--- config.mk ---
export PLATFORM = sky130hd
export DESIGN_NAME = usb3_tuning_regs
export DESIGN_NICKNAME = d
export VERILOG_FILES = /design/src/usb3_tuning_pkg.sv /design/src/usb3_tuning_regs.sv
export SDC_FILE = /design/constraint.sdc
export NUM_CORES = 1
export LEC_CHECK = 0
export ABC_AREA = 1
export BUFFER_PORTS_ARGS = -buffer_cell sky130_fd_sc_hd__buf_2
export CAP_MARGIN = 20
export CORE_UTILIZATION = 30
export CTS_CLUSTER_DIAMETER = 80
export DETAILED_ROUTE_END_ITERATION = 6
export PLACE_DENSITY = 0.54
export SKIP_LAST_GASP = 1
export SYNTH_ARGS = -nofsm -noshare
export SYNTH_HDL_FRONTEND = slang
export SYNTH_SLANG_ARGS = --single-unit
--- constraint.sdc ---
create_clock -name ref_clk -period 13.8 [get_ports ref_clk]
set_input_delay 2.76 -clock ref_clk [delete_from_list [all_inputs] [get_ports ref_clk]]
set_output_delay 2.76 -clock ref_clk [all_outputs]
set_load 0.02 [all_outputs]
--- src/usb3_tuning_pkg.sv ---
// constants, register map and carrier types of the global tuning register bank
package usb3_tuning_pkg;

    // --------------------------------------------------------------
    // register byte addresses
    // --------------------------------------------------------------
    localparam logic [15:0] ADDR_CONTROL_SECONDARY = 16'hC11C;
    localparam logic [15:0] ADDR_CORE_IDENTITY = 16'hC120;
    localparam logic [15:0] ADDR_GENERAL_PURPOSE_IO = 16'hC124;
    localparam logic [15:0] ADDR_USER_TAG = 16'hC128;
    localparam logic [15:0] ADDR_CONTROL_PRIMARY = 16'hC12C;

    // --------------------------------------------------------------
    // secondary control: field positions, writable mask, reset value
    // --------------------------------------------------------------
    localparam int SEC_HS_NAK_BOOST = 18;
    localparam int SEC_SS_PARK_OFF = 17;
    localparam int SEC_HS_PARK_OFF = 16;
    localparam int SEC_FSLS_PARK_OFF = 15;
    localparam int SEC_THR_ENABLE = 8;
    localparam int SEC_THR_LSB = 4;
    localparam int SEC_ELD_ENABLE = 3;
    localparam int SEC_CTX_CHECK_OFF = 2;
    localparam int SEC_COMMON_FOLLOWS_SLEEP = 1;
    localparam int SEC_BABBLE_FILTER = 0;
    localparam logic [31:0] SEC_WRITE_MASK = 32'h0007_81FF;
    localparam logic [31:0] SEC_RESET = 32'h0004_018A;

    // --------------------------------------------------------------
    // primary control: field positions, writable mask, reset value
    // --------------------------------------------------------------
    localparam int PRI_REF_PERIOD_LSB = 22;
    localparam int PRI_SKIP_FRAME_WAIT = 21;
    localparam int PRI_SPARSE_CONTROL = 17;
    localparam int PRI_BANDWIDTH_85 = 16;
    localparam int PRI_ADDR_COMPLIANCE = 15;
    localparam logic [31:0] PRI_WRITE_MASK = 32'hFFE3_8000;
    localparam logic [31:0] PRI_RESET = 32'h0200_8000;

    // --------------------------------------------------------------
    // other reset values and identity
    // --------------------------------------------------------------
    localparam logic [31:0] USER_TAG_RESET = 32'h1234_5678;
    localparam logic [15:0] GPO_RESET = 16'h0000;
    localparam logic [15:0] CORE_ID_DEFAULT = 16'hA5C3;  // arbitrary value
    localparam logic [15:0] RELEASE_DEFAULT = 16'h0101;  // arbitrary value

    // --------------------------------------------------------------
    // scheduler figures and timing
    // --------------------------------------------------------------
    localparam logic [2:0] PARK_PACKETS = 3'h4;
    localparam logic [2:0] SINGLE_PACKET = 3'h1;
    localparam logic [3:0] PARK_NAK_LIMIT = 4'h3;
    localparam logic [3:0] SINGLE_NAK_LIMIT = 4'hC;
    localparam logic [6:0] PERIODIC_SHARE_LOW = 7'h50;   // 80 percent
    localparam logic [6:0] PERIODIC_SHARE_HIGH = 7'h55;  // 85 percent
    localparam logic [1:0] BABBLE_REPEATS = 2'h3;
    localparam int CLK_PERIOD_NS = 10;
    localparam int FRAME_WAIT_NS = 2000;
    localparam int FRAME_WAIT_CYC = (FRAME_WAIT_NS + CLK_PERIOD_NS - 1) / CLK_PERIOD_NS;

    // scheduler controls handed to the host engine
    typedef struct packed {
        logic ss_park_off;
        logic hs_park_off;
        logic fsls_park_off;
        logic hs_nak_async_boost;
        logic skip_post_frame_wait;
        logic sparse_control_schedule;
        logic exit_latency_delta_enable;
        logic context_check_off;
        logic [2:0] hs_packets_per_request;
        logic [3:0] hs_nak_limit;
        logic [6:0] periodic_share_pct;
        logic [9:0] ref_period_ns;
    } sched_ctrl_s;

    // low-power signalling toward the phy, all active high
    typedef struct packed {
        logic phy_deep_suspend_out;
        logic phy_sleep_out;
        logic phy_suspend_common_out;
    } l1_phy_s;

endpackage

--- src/usb3_tuning_regs.sv ---
// global tuning, identity and general purpose register bank with its host-side effects
`timescale 1ns/1ns
// Summary of operation
// - superspeed park off in host mode
// - park mode: four-packet requests, three naks
// - park off: single packet, twelve naks
// - full/low speed park off in host mode
// - high speed nak boost, resets on
// - deep suspend when enabled and hird at or above threshold
// - sleep when hird below or threshold disabled
// - threshold bits 7:4 reset eight, enable resets one
// - exit latency delta bit resets set
// - context check raises parameter error unless disabled
// - suspend common follows sleep when overload set
// - babble filter needs three consecutive detections
// - gpio upper half drives output port
// - gpio lower half reads input port
// - user tag writable, resets 12345678
// - identity holds core id and release
// - two microsecond wait after frame start
// - sparse control transfers across microframes
// - periodic reserve 80 or 85 percent
// - address increments or equals slot id
module usb3_tuning_regs
    import usb3_tuning_pkg::*;
#(
    parameter logic [15:0] CORE_ID = CORE_ID_DEFAULT,
    parameter logic [15:0] RELEASE_ID = RELEASE_DEFAULT
)
(
    // clock and reset
    input logic ref_clk,
    input logic rst,
    // register port
    input logic [15:0] reg_addr,
    input logic [31:0] reg_wdata,
    input logic reg_wr,
    input logic reg_rd,
    output logic [31:0] reg_rdata,
    // controller state
    input logic host_mode,
    input logic l1_active,
    input logic [3:0] hird_in_use,
    // host engine events
    input logic frame_start,
    input logic babble_check,
    input logic babble_seen,
    input logic ctx_check_req,
    input logic ctx_fields_bad,
    input logic address_cmd,
    input logic [7:0] slot_id,
    // host engine answers
    output usb3_tuning_pkg::sched_ctrl_s sched_ctrl,
    output usb3_tuning_pkg::l1_phy_s l1_phy,
    output logic first_packet_ok,
    output logic babble_port_disable,
    output logic ctx_param_error,
    output logic addr_valid,
    output logic [7:0] device_address,
    // general purpose pins
    input logic [15:0] general_input_port,
    output logic [15:0] general_output_port
);
    import usb3_tuning_pkg::*;

    // ----------------------------------------------------------------
    // decoding helpers
    // ----------------------------------------------------------------
    // babble detections needed before a port is dropped
    function automatic logic [1:0] babble_needed(input logic filter_on);
        babble_needed = filter_on ? BABBLE_REPEATS : 2'h1;
    endfunction

    // true when the hird value asks for the deep state
    function automatic logic deep_wanted(input logic en, input logic [3:0] hird, input logic [3:0] thr);
        deep_wanted = en && (hird >= thr);
    endfunction

    // ----------------------------------------------------------------
    // storage
    // ----------------------------------------------------------------
    logic [31:0] sec_q;      // secondary control
    logic [31:0] pri_q;      // primary control
    logic [31:0] tag_q;      // user tag
    logic [15:0] gpo_q;      // general output field
    logic [15:0] gpi_meta_q; // first synchroniser stage
    logic [15:0] gpi_q;      // second synchroniser stage
    logic [31:0] rdata_q;
    logic [7:0] wait_cnt_q;  // cycles left of the post-frame wait
    logic [1:0] babble_cnt_q;
    logic [6:0] next_addr_q; // next address handed out in compliance mode
    sched_ctrl_s sched_q;
    l1_phy_s l1_q;
    logic first_ok_q;
    logic babble_dis_q;
    logic ctx_err_q;
    logic addr_valid_q;
    logic [7:0] dev_addr_q;
    logic deep_d;            // deep state requested this cycle
    logic [3:0] thr_value;   // programmed threshold
    logic [1:0] babble_d;    // babble count including this check

    assign thr_value = sec_q[SEC_THR_LSB +: 4];
    assign deep_d = deep_wanted(sec_q[SEC_THR_ENABLE], hird_in_use, thr_value);
    assign babble_d = babble_cnt_q + 2'h1;

    // ----------------------------------------------------------------
    // register writes
    // ----------------------------------------------------------------
    // masks keep reserved bits at zero whatever software writes
    always_ff @(posedge ref_clk or posedge rst)
    begin
        if (rst)
        begin
            sec_q <= SEC_RESET;
            pri_q <= PRI_RESET;
            tag_q <= USER_TAG_RESET;
            gpo_q <= GPO_RESET;
        end
        else if (reg_wr)
        begin
            case (reg_addr)
                ADDR_CONTROL_SECONDARY: sec_q <= reg_wdata & SEC_WRITE_MASK;
                ADDR_CONTROL_PRIMARY: pri_q <= reg_wdata & PRI_WRITE_MASK;
                ADDR_USER_TAG: tag_q <= reg_wdata;
                ADDR_GENERAL_PURPOSE_IO: gpo_q <= reg_wdata[31:16];
                default: ;                                                   // unmapped writes dropped
            endcase
        end
    end

    // ----------------------------------------------------------------
    // input synchroniser for the general purpose pins
    // ----------------------------------------------------------------
    always_ff @(posedge ref_clk or posedge rst)
    begin
        if (rst)
        begin
            gpi_meta_q <= 16'h0000;
            gpi_q <= 16'h0000;
        end
        else
        begin
            gpi_meta_q <= general_input_port;
            gpi_q <= gpi_meta_q;
        end
    end

    // ----------------------------------------------------------------
    // register reads, data one cycle after the strobe
    // ----------------------------------------------------------------
    always_ff @(posedge ref_clk or posedge rst)
    begin
        if (rst)
            rdata_q <= 32'h0000_0000;
        else if (reg_rd)
        begin
            case (reg_addr)
                ADDR_CONTROL_SECONDARY: rdata_q <= sec_q;
                ADDR_CORE_IDENTITY: rdata_q <= {CORE_ID, RELEASE_ID};
                ADDR_GENERAL_PURPOSE_IO: rdata_q <= {gpo_q, gpi_q};
                ADDR_USER_TAG: rdata_q <= tag_q;
                ADDR_CONTROL_PRIMARY: rdata_q <= pri_q;
                default: rdata_q <= 32'h0000_0000;                     // unmapped reads zero
            endcase
        end
        else
            rdata_q <= 32'h0000_0000;
    end

    // ----------------------------------------------------------------
    // scheduler controls
    // ----------------------------------------------------------------
    // park controls only matter while hosting, so the three park off flags are gated here; the hs request shape is not
    always_ff @(posedge ref_clk or posedge rst)
    begin
        if (rst)
            sched_q <= '0;
        else
        begin
            sched_q.ss_park_off <= host_mode && sec_q[SEC_SS_PARK_OFF];
            sched_q.hs_park_off <= host_mode && sec_q[SEC_HS_PARK_OFF];
            sched_q.fsls_park_off <= host_mode && sec_q[SEC_FSLS_PARK_OFF];
            sched_q.hs_nak_async_boost <= host_mode && sec_q[SEC_HS_NAK_BOOST];
            sched_q.skip_post_frame_wait <= pri_q[PRI_SKIP_FRAME_WAIT];
            sched_q.sparse_control_schedule <= host_mode && pri_q[PRI_SPARSE_CONTROL];
            sched_q.exit_latency_delta_enable <= host_mode && sec_q[SEC_ELD_ENABLE];
            sched_q.context_check_off <= sec_q[SEC_CTX_CHECK_OFF];
            sched_q.ref_period_ns <= pri_q[PRI_REF_PERIOD_LSB +: 10];
            // one packet at a time lets a slow device nak more often
            if (sec_q[SEC_HS_PARK_OFF])
            begin
                sched_q.hs_packets_per_request <= SINGLE_PACKET;
                sched_q.hs_nak_limit <= SINGLE_NAK_LIMIT;
            end
            else
            begin
                sched_q.hs_packets_per_request <= PARK_PACKETS;
                sched_q.hs_nak_limit <= PARK_NAK_LIMIT;
            end
            // device mode ignores the relaxed reserve
            if (host_mode && pri_q[PRI_BANDWIDTH_85])
                sched_q.periodic_share_pct <= PERIODIC_SHARE_HIGH;
            else
                sched_q.periodic_share_pct <= PERIODIC_SHARE_LOW;
        end
    end

    // ----------------------------------------------------------------
    // l1 signalling toward the phy
    // ----------------------------------------------------------------
    always_ff @(posedge ref_clk or posedge rst)
    begin
        if (rst)
            l1_q <= '0;
        else
        begin
            l1_q.phy_deep_suspend_out <= host_mode && l1_active && deep_d;
            l1_q.phy_sleep_out <= host_mode && l1_active && !deep_d;
            // overload suits phys that stop the port clock in sleep
            if (sec_q[SEC_COMMON_FOLLOWS_SLEEP])
                l1_q.phy_suspend_common_out <= host_mode && l1_active && !deep_d;
            else
                l1_q.phy_suspend_common_out <= host_mode && l1_active && deep_d;
        end
    end

    // ----------------------------------------------------------------
    // wait after each frame start
    // ----------------------------------------------------------------
    always_ff @(posedge ref_clk or posedge rst)
    begin
        if (rst)
        begin
            wait_cnt_q <= 8'h00;
            first_ok_q <= 1'b0;
        end
        else
        begin
            if (frame_start && !pri_q[PRI_SKIP_FRAME_WAIT])
                wait_cnt_q <= 8'(FRAME_WAIT_CYC - 1);
            else if (wait_cnt_q != 8'h00)
                wait_cnt_q <= wait_cnt_q - 8'h01;
            // skipping the wait also cancels one already running
            if (pri_q[PRI_SKIP_FRAME_WAIT])
                first_ok_q <= 1'b1;
            else
                first_ok_q <= !frame_start && (wait_cnt_q == 8'h00);
        end
    end

    // ----------------------------------------------------------------
    // babble filter
    // ----------------------------------------------------------------
    // a clean check breaks the run, so only consecutive hits count
    always_ff @(posedge ref_clk or posedge rst)
    begin
        if (rst)
        begin
            babble_cnt_q <= 2'h0;
            babble_dis_q <= 1'b0;
        end
        else
        begin
            babble_dis_q <= 1'b0;
            if (babble_check)
            begin
                if (!babble_seen)
                    babble_cnt_q <= 2'h0;
                else if (babble_d >= babble_needed(host_mode && sec_q[SEC_BABBLE_FILTER]))
                begin
                    babble_cnt_q <= 2'h0;
                    babble_dis_q <= 1'b1;
                end
                else
                    babble_cnt_q <= babble_d;
            end
        end
    end

    // ----------------------------------------------------------------
    // context checks and address assignment
    // ----------------------------------------------------------------
    always_ff @(posedge ref_clk or posedge rst)
    begin
        if (rst)
            ctx_err_q <= 1'b0;
        else
            ctx_err_q <= ctx_check_req && ctx_fields_bad && !sec_q[SEC_CTX_CHECK_OFF];
    end

    // in compliance mode addresses run 1 to 127 and wrap, zero is never handed out; otherwise the slot id is handed out
    always_ff @(posedge ref_clk or posedge rst)
    begin
        if (rst)
        begin
            next_addr_q <= 7'h01;
            dev_addr_q <= 8'h00;
            addr_valid_q <= 1'b0;
        end
        else
        begin
            addr_valid_q <= address_cmd;
            if (address_cmd)
            begin
                if (pri_q[PRI_ADDR_COMPLIANCE])
                begin
                    dev_addr_q <= {1'b0, next_addr_q};
                    next_addr_q <= (next_addr_q == 7'h7F) ? 7'h01 : next_addr_q + 7'h01;
                end
                else
                    dev_addr_q <= slot_id;
            end
        end
    end

    // ----------------------------------------------------------------
    // outputs
    // ----------------------------------------------------------------
    assign reg_rdata = rdata_q;
    assign sched_ctrl = sched_q;
    assign l1_phy = l1_q;
    assign first_packet_ok = first_ok_q;
    assign babble_port_disable = babble_dis_q;
    assign ctx_param_error = ctx_err_q;
    assign addr_valid = addr_valid_q;
    assign device_address = dev_addr_q;
    assign general_output_port = gpo_q;
endmodule // usb3_tuning_regs
# ---- Word level (Yosys, flattened, before mapping)
# Cells that the tools add are included.
dict set report op_classes {
  addsub 3
  magnitude_cmp 2
  n_eq_ne 6
  muxes 16
  reduce_logical 28
}
# operator n
set op_table {}
lappend op_table {{32-bit case mux with 5 select lines} 1}
lappend op_table {{16-bit equality test, second input constant} 5}
lappend op_table {{32-bit 2-to-1 mux} 1}
lappend op_table {{8-bit 2-to-1 mux} 3}
lappend op_table {{1-bit logical AND} 16}
lappend op_table {{7-bit 2-to-1 mux} 2}
lappend op_table {{2-bit AND reduction} 5}
lappend op_table {{8-bit logical NOT} 1}
lappend op_table {{8-bit nonzero test} 1}
lappend op_table {{8-bit by 1-bit subtractor with 8-bit output, second input constant} 1}
lappend op_table {{7-bit by 1-bit adder with 7-bit output, second input constant} 1}
lappend op_table {{7-bit equality test, second input constant} 1}
lappend op_table {{2-bit 2-to-1 mux} 3}
lappend op_table {{1-bit 2-to-1 mux} 5}
lappend op_table {{4-bit greater-or-equal comparator} 1}
lappend op_table {{1-bit logical NOT} 4}
lappend op_table {{3-bit 2-to-1 mux} 1}
lappend op_table {{2-bit by 1-bit adder with 2-bit output, second input constant} 1}
lappend op_table {{2-bit greater-or-equal comparator} 1}
lappend op_table {{2-bit nonzero test} 1}
dict set report totals {
  regBits 203
  out_inout_bits 95
  word_cells 85
}

# ---- Depth between registers and ports, before layout
# Gate-level depths: netlist (run 1).
dict set report logic_depth {
  word_depth 6
  depth_mapped 11
  depth_no_buf 10
}

# ---- Worst setup path after synthesis (run 1)
# OpenSTA, ideal clock, no wires.
dict set report synth_path {
  path_type {input-to-reg}
  from {input port reg_addr[7]}
  to {register tag_q[0]}
  setup_ps 117
  arrival_time_ps 3837
  t_required_ps 13683
  setup_slack_ps 9846
  path_stages 10
  path_buffers 3
  path_cell_list {nor2_1 > nand3_2 > nor2_4 > and2_1 > buf_2 > nand2_2 > buf_6 > buf_6 > nand2_1 > o21ai_2}
}
dict set report synth_via {
  elab_chain_cells 2
}
# element line_no
set synth_lines {}
lappend synth_lines {{start, declared} usb3_tuning_regs.sv:35} ;# input logic [15:0] reg_addr,
lappend synth_lines {{16-bit equality test} usb3_tuning_regs.sv:122} ;# case (reg_addr)
lappend synth_lines {{2-bit AND reduction (no line)} n/a}
lappend synth_lines {{end signal, assigned} usb3_tuning_regs.sv:125} ;# ADDR_USER_TAG: tag_q <= reg_wdata;
lappend synth_lines {{end, declared} usb3_tuning_regs.sv:84} ;# logic [31:0] tag_q;
# Every way passes these cells.
# A chain may end at the register's enable or synchronous reset.

# ---- Worst setup path in the final report (run 1)
dict set report layout_path {
  from {input port reg_addr[7]}
  to {register tag_q[27]}
}
# Same word-level chain as after synthesis.

==> metrics.txt, run 1 <==
P&R area growth vs syn=22.87%; die area=roughly 0.026 mm2; number of enable flip-flop cells after synthesis=0; nets@finish=approximately 1100; Final Max Slew Viols=0; GRT Residual Overflow=0; flops & latches, synth=a little under 200; clk_lat worst skew=0.42 ns; Yosys cell types=39; layout cells sized above 1=25.59%; unrepaired setup endpoints after global routing=false; DR WL met2=8863 um; initial antenna violation count=2; largest net degree at the start of global routing=117; Core Region=~0.025 mm2; first-pass GRT wire length=29880 um; Initial Utilization=30.52%; leak pwr=about 0.0049 uW; switching power=between 200 and 300 uW; top-area cell type share of the netlist area=56.16%; drt wl/cell=approximately 14 um; main area contributors after synthesis=dfrtp_1 56%, nand2_1 9.8%, dfstp_2 7.2%; clk_skew=0.01095 ns; final wirelength=18490 um; VDD IR max=72.90 uV; post-route minimum period=4.705 ns; clock sinks=193; # setup viols final=0; power share of the combinational group=4.5%; Pre-Repair DR Iteration Count=4; Area after DPL=0.008777 mm2; switch share=22.70%; final period utilization=34.09%; cell family with most CP delay=simple AND/OR/NAND/NOR gates; TNS Setup=0 ns; CTS H-tree depth=4; Post-CTS Hold Buffers=0; design area=about 0.0094 mm2; row count=58; MaxCap Viol Count=0; Fmax achieved=0.2126 GHz; Slew HR=between 30 and 40%; kind of critical path=in2reg; Worst Path Buf+Inv=2; DRT iter0 DRCs=331; Worst Path Required=~14 ns; root buffer cell=clkbuf_16; CP max FO=54; Critical Path End Type=flop; total length of routed met3 wires=882 um; Top Layer Used=met4; Int Power=868.8 uW; die width=~160 um; WL met1=8531 um; chip height=about 160 um; CTS tree=built; Critical-path top delay cell=and2_1; sequential share of power=51.4%; worst-path cell chain=buf_2 -> nor2_1 -> nand3_2 -> nor2_4 -> and2_1 -> nand2_2 -> buf_12 -> nand2_1 -> o21ai_0; DRC violations left=0; PostCTS Resize Cnt=0; GPL Wtd Cong=0.7672; gr usage total=between 10% and 20%; vias in the first global route=5520; Syn. warnings=0; slowest stage delay, CP=~0.77 ns; DR vias=5701; setup bufs post-CTS=0; remaining antenna violation count=0; DR vias/cell=4.342; P per Cell Area=119.3 mW/mm2; sequential area share after synthesis=63.36%; Hold Fails Final Rpt=0; asr flop ratio synth=100.0%; CP startpoint kind=input pin; CTS clock-pin slew for the worst setup and hold paths=0.07 ns; Tightest Pin Transition=0.9658 ns; I/O pins=183; DP HPWL=12700 um; # fillers=around 2600; Max clock buf depth=2; status=complete, no violations; HP Class=reg2reg; Clock Power Share=44.2%; Buffers on Ports=178; Synth Instances=804; syn_area_per_cell=9.532 um2; Critical Path AT=5.00 ns; ys flop type=dfrtp_1; Yosys top cell by area=dfrtp_1; CTS buffer count=17; Post-Synthesis Cell Area=approximately 0.0077 mm2
[kinds of logic after synthesis]
family                   Yosys count  share of synthesized area, %
flip-flops                       193                         63.36
multiplexers                       1                        0.1306
other                              2                       0.09800
XOR/XNOR                           5                        0.5714
AND/OR/NAND/NOR                  361                         19.69
buffers and inverters            132                         7.543
adder cells (fa/ha/maj)            7                         1.143
AO/OA/AOI/OAI                    103                         7.461
[cells in the mapped netlist, drive strengths merged, types with 2 or more instances]
cell type and n:
dfstp 21, o211ai 5, xor2 4, conb 2, nand4 9, nor2 84
clkbuf 11, inv 90, buf 30, o22ai 2, o21ai 75, nor3 2
dfrtp 172, nand3 63, a21oi 15, nand2 202, ha 7
[through the flow]
stage          hold slack [ns]  worst slack, ns  instances  utilization, %  total power (uW)
5_1_grt                 0.3442            8.858       1311           37.48              1172
2_1_floorplan           0.3312            5.819        807               -             614.6
3_5_place_dp            0.3355            7.965       1277           34.96             640.2
4_1_cts                 0.3461            8.423       1309           37.29              1143
3_3_place_gp            0.3312            8.103       1277           34.96             639.4
6_report                0.3415            9.095       1313           37.50              1124
[final timing paths]
| path | start | end | slack [ns] | cells past startpoint |
|---|---|---|---|---|
| min | gpi_meta_q[13]$_DFF_PP0_ | gpi_q[13]$_DFF_PP0_ | 0.34 | 0 |
| max in group asynchronous | rst | wait_cnt_q[1]$_DFFE_PP0P_ | 9.85 | 3 |
| max reg2reg | pri_q[15]$_DFFE_PP1P_ | next_addr_q[5]$_DFFE_PP0P_ | 12.03 | 7 |
| min reg2reg | gpi_meta_q[13]$_DFF_PP0_ | gpi_q[13]$_DFF_PP0_ | 0.34 | 0 |
| max | reg_addr[7] | tag_q[27]$_DFFE_PP0P_ | 9.10 | 9 |
| min in group asynchronous | rst | babble_port_disable$_DFF_PP0_ | 2.44 | 2 |
[cell usage in the layout (no fill, tap or decap), types with 6 or more instances in the layout]
cell type,instances
clkbuf_16,17
dfrtp_1,172
a21oi_1,15
inv_1,88
nand3_1,61
nand2_1,201
ha_1,7
o21ai_2,6
nand4_1,7
nor2_1,81
o21ai_0,64
buf_2,178
dfstp_2,21
[registers in the layout (all words and copies together), names as in the netlist, 2 cells and up]
signal and count:
general_output_port 16, l1_phy 3, device_address 8, wait_cnt_q 8, gpi_q 16, pri_q 14, next_addr_q 7, reg_rdata 32
sched_ctrl 22, gpi_meta_q 16, babble_cnt_q 2, tag_q 32, sec_q 13
[layer usage]
layer | GRT usage, % | vias to the layer above
met1 | 19.54 | 2694
met3 | 3.141 | 14
met5 | 0 | -
met2 | 24.44 | 139
met4 | 4.202 | 0
li1 | - | 2854
[layout make-up]
class                   count  area, um2  share of cell area, %
well taps                 330      412.9                  4.385
flip-flops and latches    193       4856                  51.57
multi-input cells         482       2246                  23.85
clock inverters            11      126.4                  1.342
diodes                      2      5.005                0.05315
repair buffers            183      960.9                  10.20
clock buffers              21      460.4                  4.890
inverters                  91      349.1                  3.707
[power by group through the flow]
stage / clock (uW) / combinational, uW / sequential [uW]
floorplan: 0 / 23.4 / 591
global placement: 0 / 51.6 / 588
detailed placement: 0 / 52.3 / 588
CTS: 514 / 52.4 / 577
global route: 537 / 57.6 / 578
finish: 496 / 50.2 / 577
Power figures use the tool's default switching activity.
==> run 2: changes to the inputs <==
Clock period 13.8 ns to 4.88 ns, I/O delays scaled along.
==> run 2 against run 1 <==
Register-to-register slack got worse by 9.0 ns. Worst setup slack worse by 7.1 ns. Sequential power increased to 2.8 times the previous value. Final cell count about the same. Flip-flop and latch count unchanged. Largest power group unchanged.
==> metrics.txt, run 2 (synthesized netlist as in run 1, its figures left out) <==
status=complete, no violations; setup bufs post-CTS=0 (unchanged); sequential share of power=52.5% (+1.1 points); final period utilization=58.40%; cell count after placement=1278 (+0.078%); Final Max Slew Viols=0 (unchanged); worst reg2reg path depth=7 (unchanged); Hold Fails Final Rpt=0 (unchanged); CTS buffer count=17 (unchanged); clk_skew=0.01342 ns (+0.002468 ns); row count=58 (unchanged); die width=161.8 um (unchanged); cell family with most CP delay=simple AND/OR/NAND/NOR gates; Clock Power Share=42.9% (-1.3 points); kind of critical path=in2reg; Fmax achieved=around 0.35 GHz; VDD IR max=187.0 uV (+160%); CTS tree=built; Initial Utilization=30.52% (unchanged); largest net degree at the start of global routing=185 (+58%); DR vias/cell=4.333 (-0.22%); worst-path cell chain=buf_2 -> nor2_1 -> nand3_2 -> nor2_1 -> buf_4 -> nand2_1 -> inv_2 -> nand2_1 -> o21ai_0; CP startpoint kind=input pin; GPL Wtd Cong=0.7616 (-0.73%); I/O pins=183 (unchanged); vias in the first global route=5507 (-0.24%); layout cells sized above 1=25.18% (-0.41 points); Core Region=0.02511 mm2 (unchanged); die area=0.02619 mm2 (unchanged); clock sinks=193 (unchanged); clk_lat worst skew=0.42 ns (about the same); most frequent cells in the layout=201 x nand2_1, 178 x buf_2, 172 x dfrtp_1; design area=0.009366 mm2 (-0.53%); CP max FO=32 (-41%); pre-CTS setup slack=1.371 ns (-6.593 ns); Critical-path top delay cell=nand2_1; DRT iter0 DRCs=242 (-27%); Cells on Worst Hold Path=0 (unchanged); MaxCap Viol Count=0 (unchanged); leak pwr=0.004855 uW (-0.77%); power share of the combinational group=4.6% (about the same); final wirelength=18610 um (+0.62%); Slew HR=27.01% (-8.6 points); Worst Path Buf+Inv=3 (+1); Post-CTS Hold Buffers=0 (unchanged); P&R area growth vs syn=22.22%; DR vias=5693 (-0.14%); multi-input combinational cell area=0.002246 mm2 (unchanged); most common cell after layout, fill and taps aside=nand2_1; final worst setup slack=2.030 ns (-7.065 ns); Area after DPL=0.008793 mm2 (+0.19%); post-route minimum period=2.850 ns; first-pass GRT wire length=29820 um (-0.21%); R2R Setup Slk=3.07 ns (-8.96 ns); PostCTS Resize Cnt=0 (unchanged); switching power=716.6 uW (+180%); # setup viols final=0 (unchanged); Critical Path End Type=flop; HP Class=reg2reg; final cell count without fillers=1314 (+0.076%); unrepaired setup endpoints after global routing=false; chip height=161.8 um (unchanged); Critical Path AT=3.17 ns (-1.83 ns); CTS clock-pin slew for the worst setup and hold paths=0.07 ns (about the same); remaining antenna violation count=0 (unchanged); gr usage total=14.81% (about the same); GRT Residual Overflow=0 (unchanged); Max clock buf depth=2 (unchanged); Worst Path Required=5.20 ns (-8.89 ns); register area=0.004856 mm2 (unchanged); initial antenna violation count=3 (+1); DP HPWL=12760 um (+0.46%); P per Cell Area=331.9 mW/mm2 (+180%); DRC violations left=0 (unchanged); slowest stage delay, CP=0.65 ns (-0.12 ns); Tightest Pin Transition=1.095 ns (+0.1291 ns); Pre-Repair DR Iteration Count=4 (unchanged); CTS H-tree depth=4 (unchanged); nets@finish=1063 (unchanged); drt wl/cell=14.16 um (+0.55%); Buffers on Ports=178 (unchanged); # fillers=2670 (+1.7%); Levels on crit path=9 (unchanged); Int Power=2392 uW (+180%); switch share=23.05% (+0.36 points); root buffer cell=clkbuf_16; TNS Setup=0 ns (unchanged)
==> run 2: metrics by stage <==
step	hold WS, ns	utilization, %	total power, uW
after floorplan	0.3312	-	1738
after global placement	0.3334	35.02	1808
after detailed placement	0.3347	35.02	1810
after CTS	0.3479	37.19	3159
after global routing	0.3568	37.28	3235
final	0.3470	37.30	3109
==> run 2: worst paths after layout <==
kind                                          from                             endpoint
min in group asynchronous                      rst                  l1_phy[0]$_DFF_PP0_
min reg2reg                gpi_meta_q[8]$_DFF_PP0_                   gpi_q[8]$_DFF_PP0_
max reg2reg                  pri_q[15]$_DFFE_PP1P_           next_addr_q[5]$_DFFE_PP0P_
max in group asynchronous                      rst           next_addr_q[4]$_DFFE_PP0P_
max                                    reg_addr[7]  general_output_port[14]$_DFFE_PP0P_
min                        gpi_meta_q[8]$_DFF_PP0_                   gpi_q[8]$_DFF_PP0_
==> run 2: final cells by class <==
cell class / count / share of cell area [%]
flip-flops and latches: 193 / 51.84
multi-input cells: 482 / 23.98
repair buffers: 183 / 10.18
clock buffers: 24 / 4.929
well taps: 330 / 4.408
inverters: 91 / 3.687
clock inverters: 8 / 0.8950
diodes: 3 / 0.08015
==> run 2: power groups by stage <==
stage                     Clock, uW  Sequential, uW  Combinational, uW
after floorplan                   0            1670               66.6
after global placement            0            1660                146
after detailed placement          0            1660                147
after CTS                      1380            1630                148
after global routing           1440            1630                163
final                          1330            1630                142
==> run 2: routing by layer <==
layer	global-route usage [%]	vias up	share of wire [%]
met5	0	-	0
met4	4.503	0	1.4
met3	3.601	16	5.2
met2	23.27	142	46
met1	20.15	2688	47
li1	-	2847	-
==> run 3: changes to the inputs <==
Clock period 4.88 ns to 2.8 ns, I/O delays scaled along.
==> run 3 against run 2 <==
Flip-flop and latch count stayed put. Critical path depth is 1 lower. Hold slack worse by 0.10 ns. Die area stayed put. Count of clock-buffer cells in the layout is 3 lower. Cell area is 0.95% higher. Core utilization is 0.35 points higher. First-iteration DRC count is 7.9% higher. Sequential power is 74% higher. Final cell count is 0.53% higher. Total power is 76% higher. Largest cell class unchanged. Largest power group unchanged.
==> metrics.txt, run 3 (synthesized netlist as in run 1, its figures left out) <==
status=complete, no violations; Initial Utilization=30.52% (unchanged); final worst setup slack=0.9095 ns (-1.121 ns); gr usage total=14.98% (+0.16 points); VDD IR max=330.3 uV (+77%); post-route minimum period=1.891 ns; clk_skew=0.006974 ns (-0.006446 ns); Final Max Slew Viols=0 (unchanged); Hold Fails Final Rpt=0 (unchanged); most frequent cells in the layout=201 x nand2_1, 178 x buf_2, 172 x dfrtp_1; chip height=161.8 um (unchanged); CTS H-tree depth=4 (unchanged); final cell count without fillers=1321 (+0.53%); setup bufs post-CTS=0 (unchanged); vias in the first global route=5683 (+3.2%); Worst Hold Launch=general_input_port[14]; Worst Path Buf+Inv=2 (-1); slowest stage delay, CP=0.56 ns (-0.09 ns); clock sinks=193 (unchanged); Area after DPL=0.008886 mm2 (+1.1%); CP max FO=11 (-66%); design area=0.009455 mm2 (+0.95%); HP Class=in2reg; initial antenna violation count=2 (-1); largest net degree at the start of global routing=79 (-57%); Min-Delay Endpoint=gpi_meta_q[14]$_DFF_PP0_; R2R Setup Slk=1.01 ns (-2.06 ns); P per Cell Area=577.7 mW/mm2 (+74%); MaxCap Viol Count=0 (unchanged); Critical Path AT=2.22 ns (-0.95 ns); Post-CTS Hold Buffers=0 (unchanged); die area=0.02619 mm2 (unchanged); cell family with most CP delay=simple AND/OR/NAND/NOR gates; drt wl/cell=14.10 um (-0.47%); Buffers on Ports=178 (unchanged); root buffer cell=clkbuf_16; unrepaired setup endpoints after global routing=false; GRT Residual Overflow=0 (unchanged); I/O pins=183 (unchanged); P&R area growth vs syn=23.38%; remaining antenna violation count=0 (unchanged); GPL Wtd Cong=0.7659 (+0.56%); worst reg2reg path depth=7 (unchanged); most common cell after layout, fill and taps aside=nand2_1; Worst Path Required=3.13 ns (-2.07 ns); final period utilization=around two thirds; Critical Path End Type=flop; worst-path cell chain=buf_2 -> inv_1 -> nand2_1 -> nor2_1 -> nand3_1 -> nor2_1 -> nor2_1 -> nor2_1; clk_lat worst skew=0.42 ns (about the same); CTS clock-pin slew for the worst setup and hold paths=0.07 ns (about the same); CP startpoint kind=input pin; Hold WS=0.2432 ns (-0.1038 ns); Pre-Repair DR Iteration Count=4 (unchanged); DP HPWL=13140 um (+3.0%); Top cell by count, worst path=nor2_1; pre-CTS setup slack=0.4610 ns (-0.9103 ns); Core Region=0.02511 mm2 (unchanged); CTS buffer count=17 (unchanged); DR vias/cell=4.337 (about the same); row count=58 (unchanged); cell count after placement=1287 (+0.70%); # setup viols final=0 (unchanged); Tightest Pin Transition=0.6472 ns (-0.4477 ns); reg-to-reg critical path endpoint=next_addr_q[5]$_DFFE_PP0P_; first-pass GRT wire length=30300 um (+1.6%); Cells on Worst Hold Path=1 (+1); Fmax achieved=0.5290 GHz; die width=161.8 um (unchanged); final wirelength=18620 um (about the same); CTS tree=built; Core Util, Final=37.66% (+0.35 points); nets@finish=1071 (+0.75%); kind of critical path=in2reg; Max clock buf depth=2 (unchanged); Worst R2R Start=pri_q[15]$_DFFE_PP1P_; PostCTS Resize Cnt=0 (unchanged); # fillers=2612 (-2.2%); DR vias=5729 (+0.63%); Slew HR=56.70% (+30 points); leak pwr=0.004904 uW (+0.99%); layout cells sized above 1=26.19% (+1.0 points); Critical-path top delay cell=nand3_1; DRC violations left=0 (unchanged); DRT iter0 DRCs=261 (+7.9%)
-- run 3: cell count changes in the layout (fill, tap and decap cells not counted) --
cell        change
clkinvlp_4      +2
clkinv_4        -1
clkbuf_8        +1
clkbuf_1        -4
clkinv_2        +1
inv_6           +1
buf_4           +7
diode_2         -1
buf_12          +1
-- run 3: metrics by stage --
stage	TNS (ns)	power [uW]
2_1_floorplan	-40.12	3030
3_3_place_gp	0	3160
3_5_place_dp	0	3164
4_1_cts	0	5559
5_1_grt	0	5713
6_report	0	5462
-- run 3: report_power, final --
part           leakage, uW  total, uW  internal (uW)  switching (uW)
Combinational      0.00215        256           85.1             171
Sequential         0.00249       2840           2830            15.7
Clock             0.000268       2360           1280            1080
Total              0.00490       5460           4200            1260
-- run 3: worst max-delay path by stage --
stage,startpoint,end,slack (ns),cells after the start
finish,reg_addr[4],reg_rdata[24]$_DFF_PP0_,0.91,8
global route,reg_addr[13],sec_q[18]$_DFFE_PP1P_,0.68,6
CTS,reg_addr[13],reg_rdata[24]$_DFF_PP0_,0.86,8
detailed placement,reg_addr[13],reg_rdata[24]$_DFF_PP0_,0.46,8
global placement,reg_addr[13],reg_rdata[23]$_DFF_PP0_,0.44,8
floorplan,rst,addr_valid$_DFF_PP0_,-0.23,1
-- run 3: final cells by class --
class                      count  area [um2]  share of cell area (%)
sequential                   193        4856                   51.36
multi-input combinational    482        2246                   23.75
timing repair buffer         191        1026                   10.85
clock buffer                  21       460.4                   4.870
tap                          330       412.9                   4.367
inverter                      91       345.3                   3.652
clock inverter                11       103.9                   1.098
antenna                        2       5.005                 0.05293
-- run 3: routing by layer --
layer	vias up	share of wire [%]	GRT usage [%]	wire length, um
met3	9	4.2	3.243	784
met4	0	0.84	4.074	157
met2	113	47	23.68	8805
met5	-	0	0	0
met1	2740	48	20.68	8873
li1	2867	-	-	-
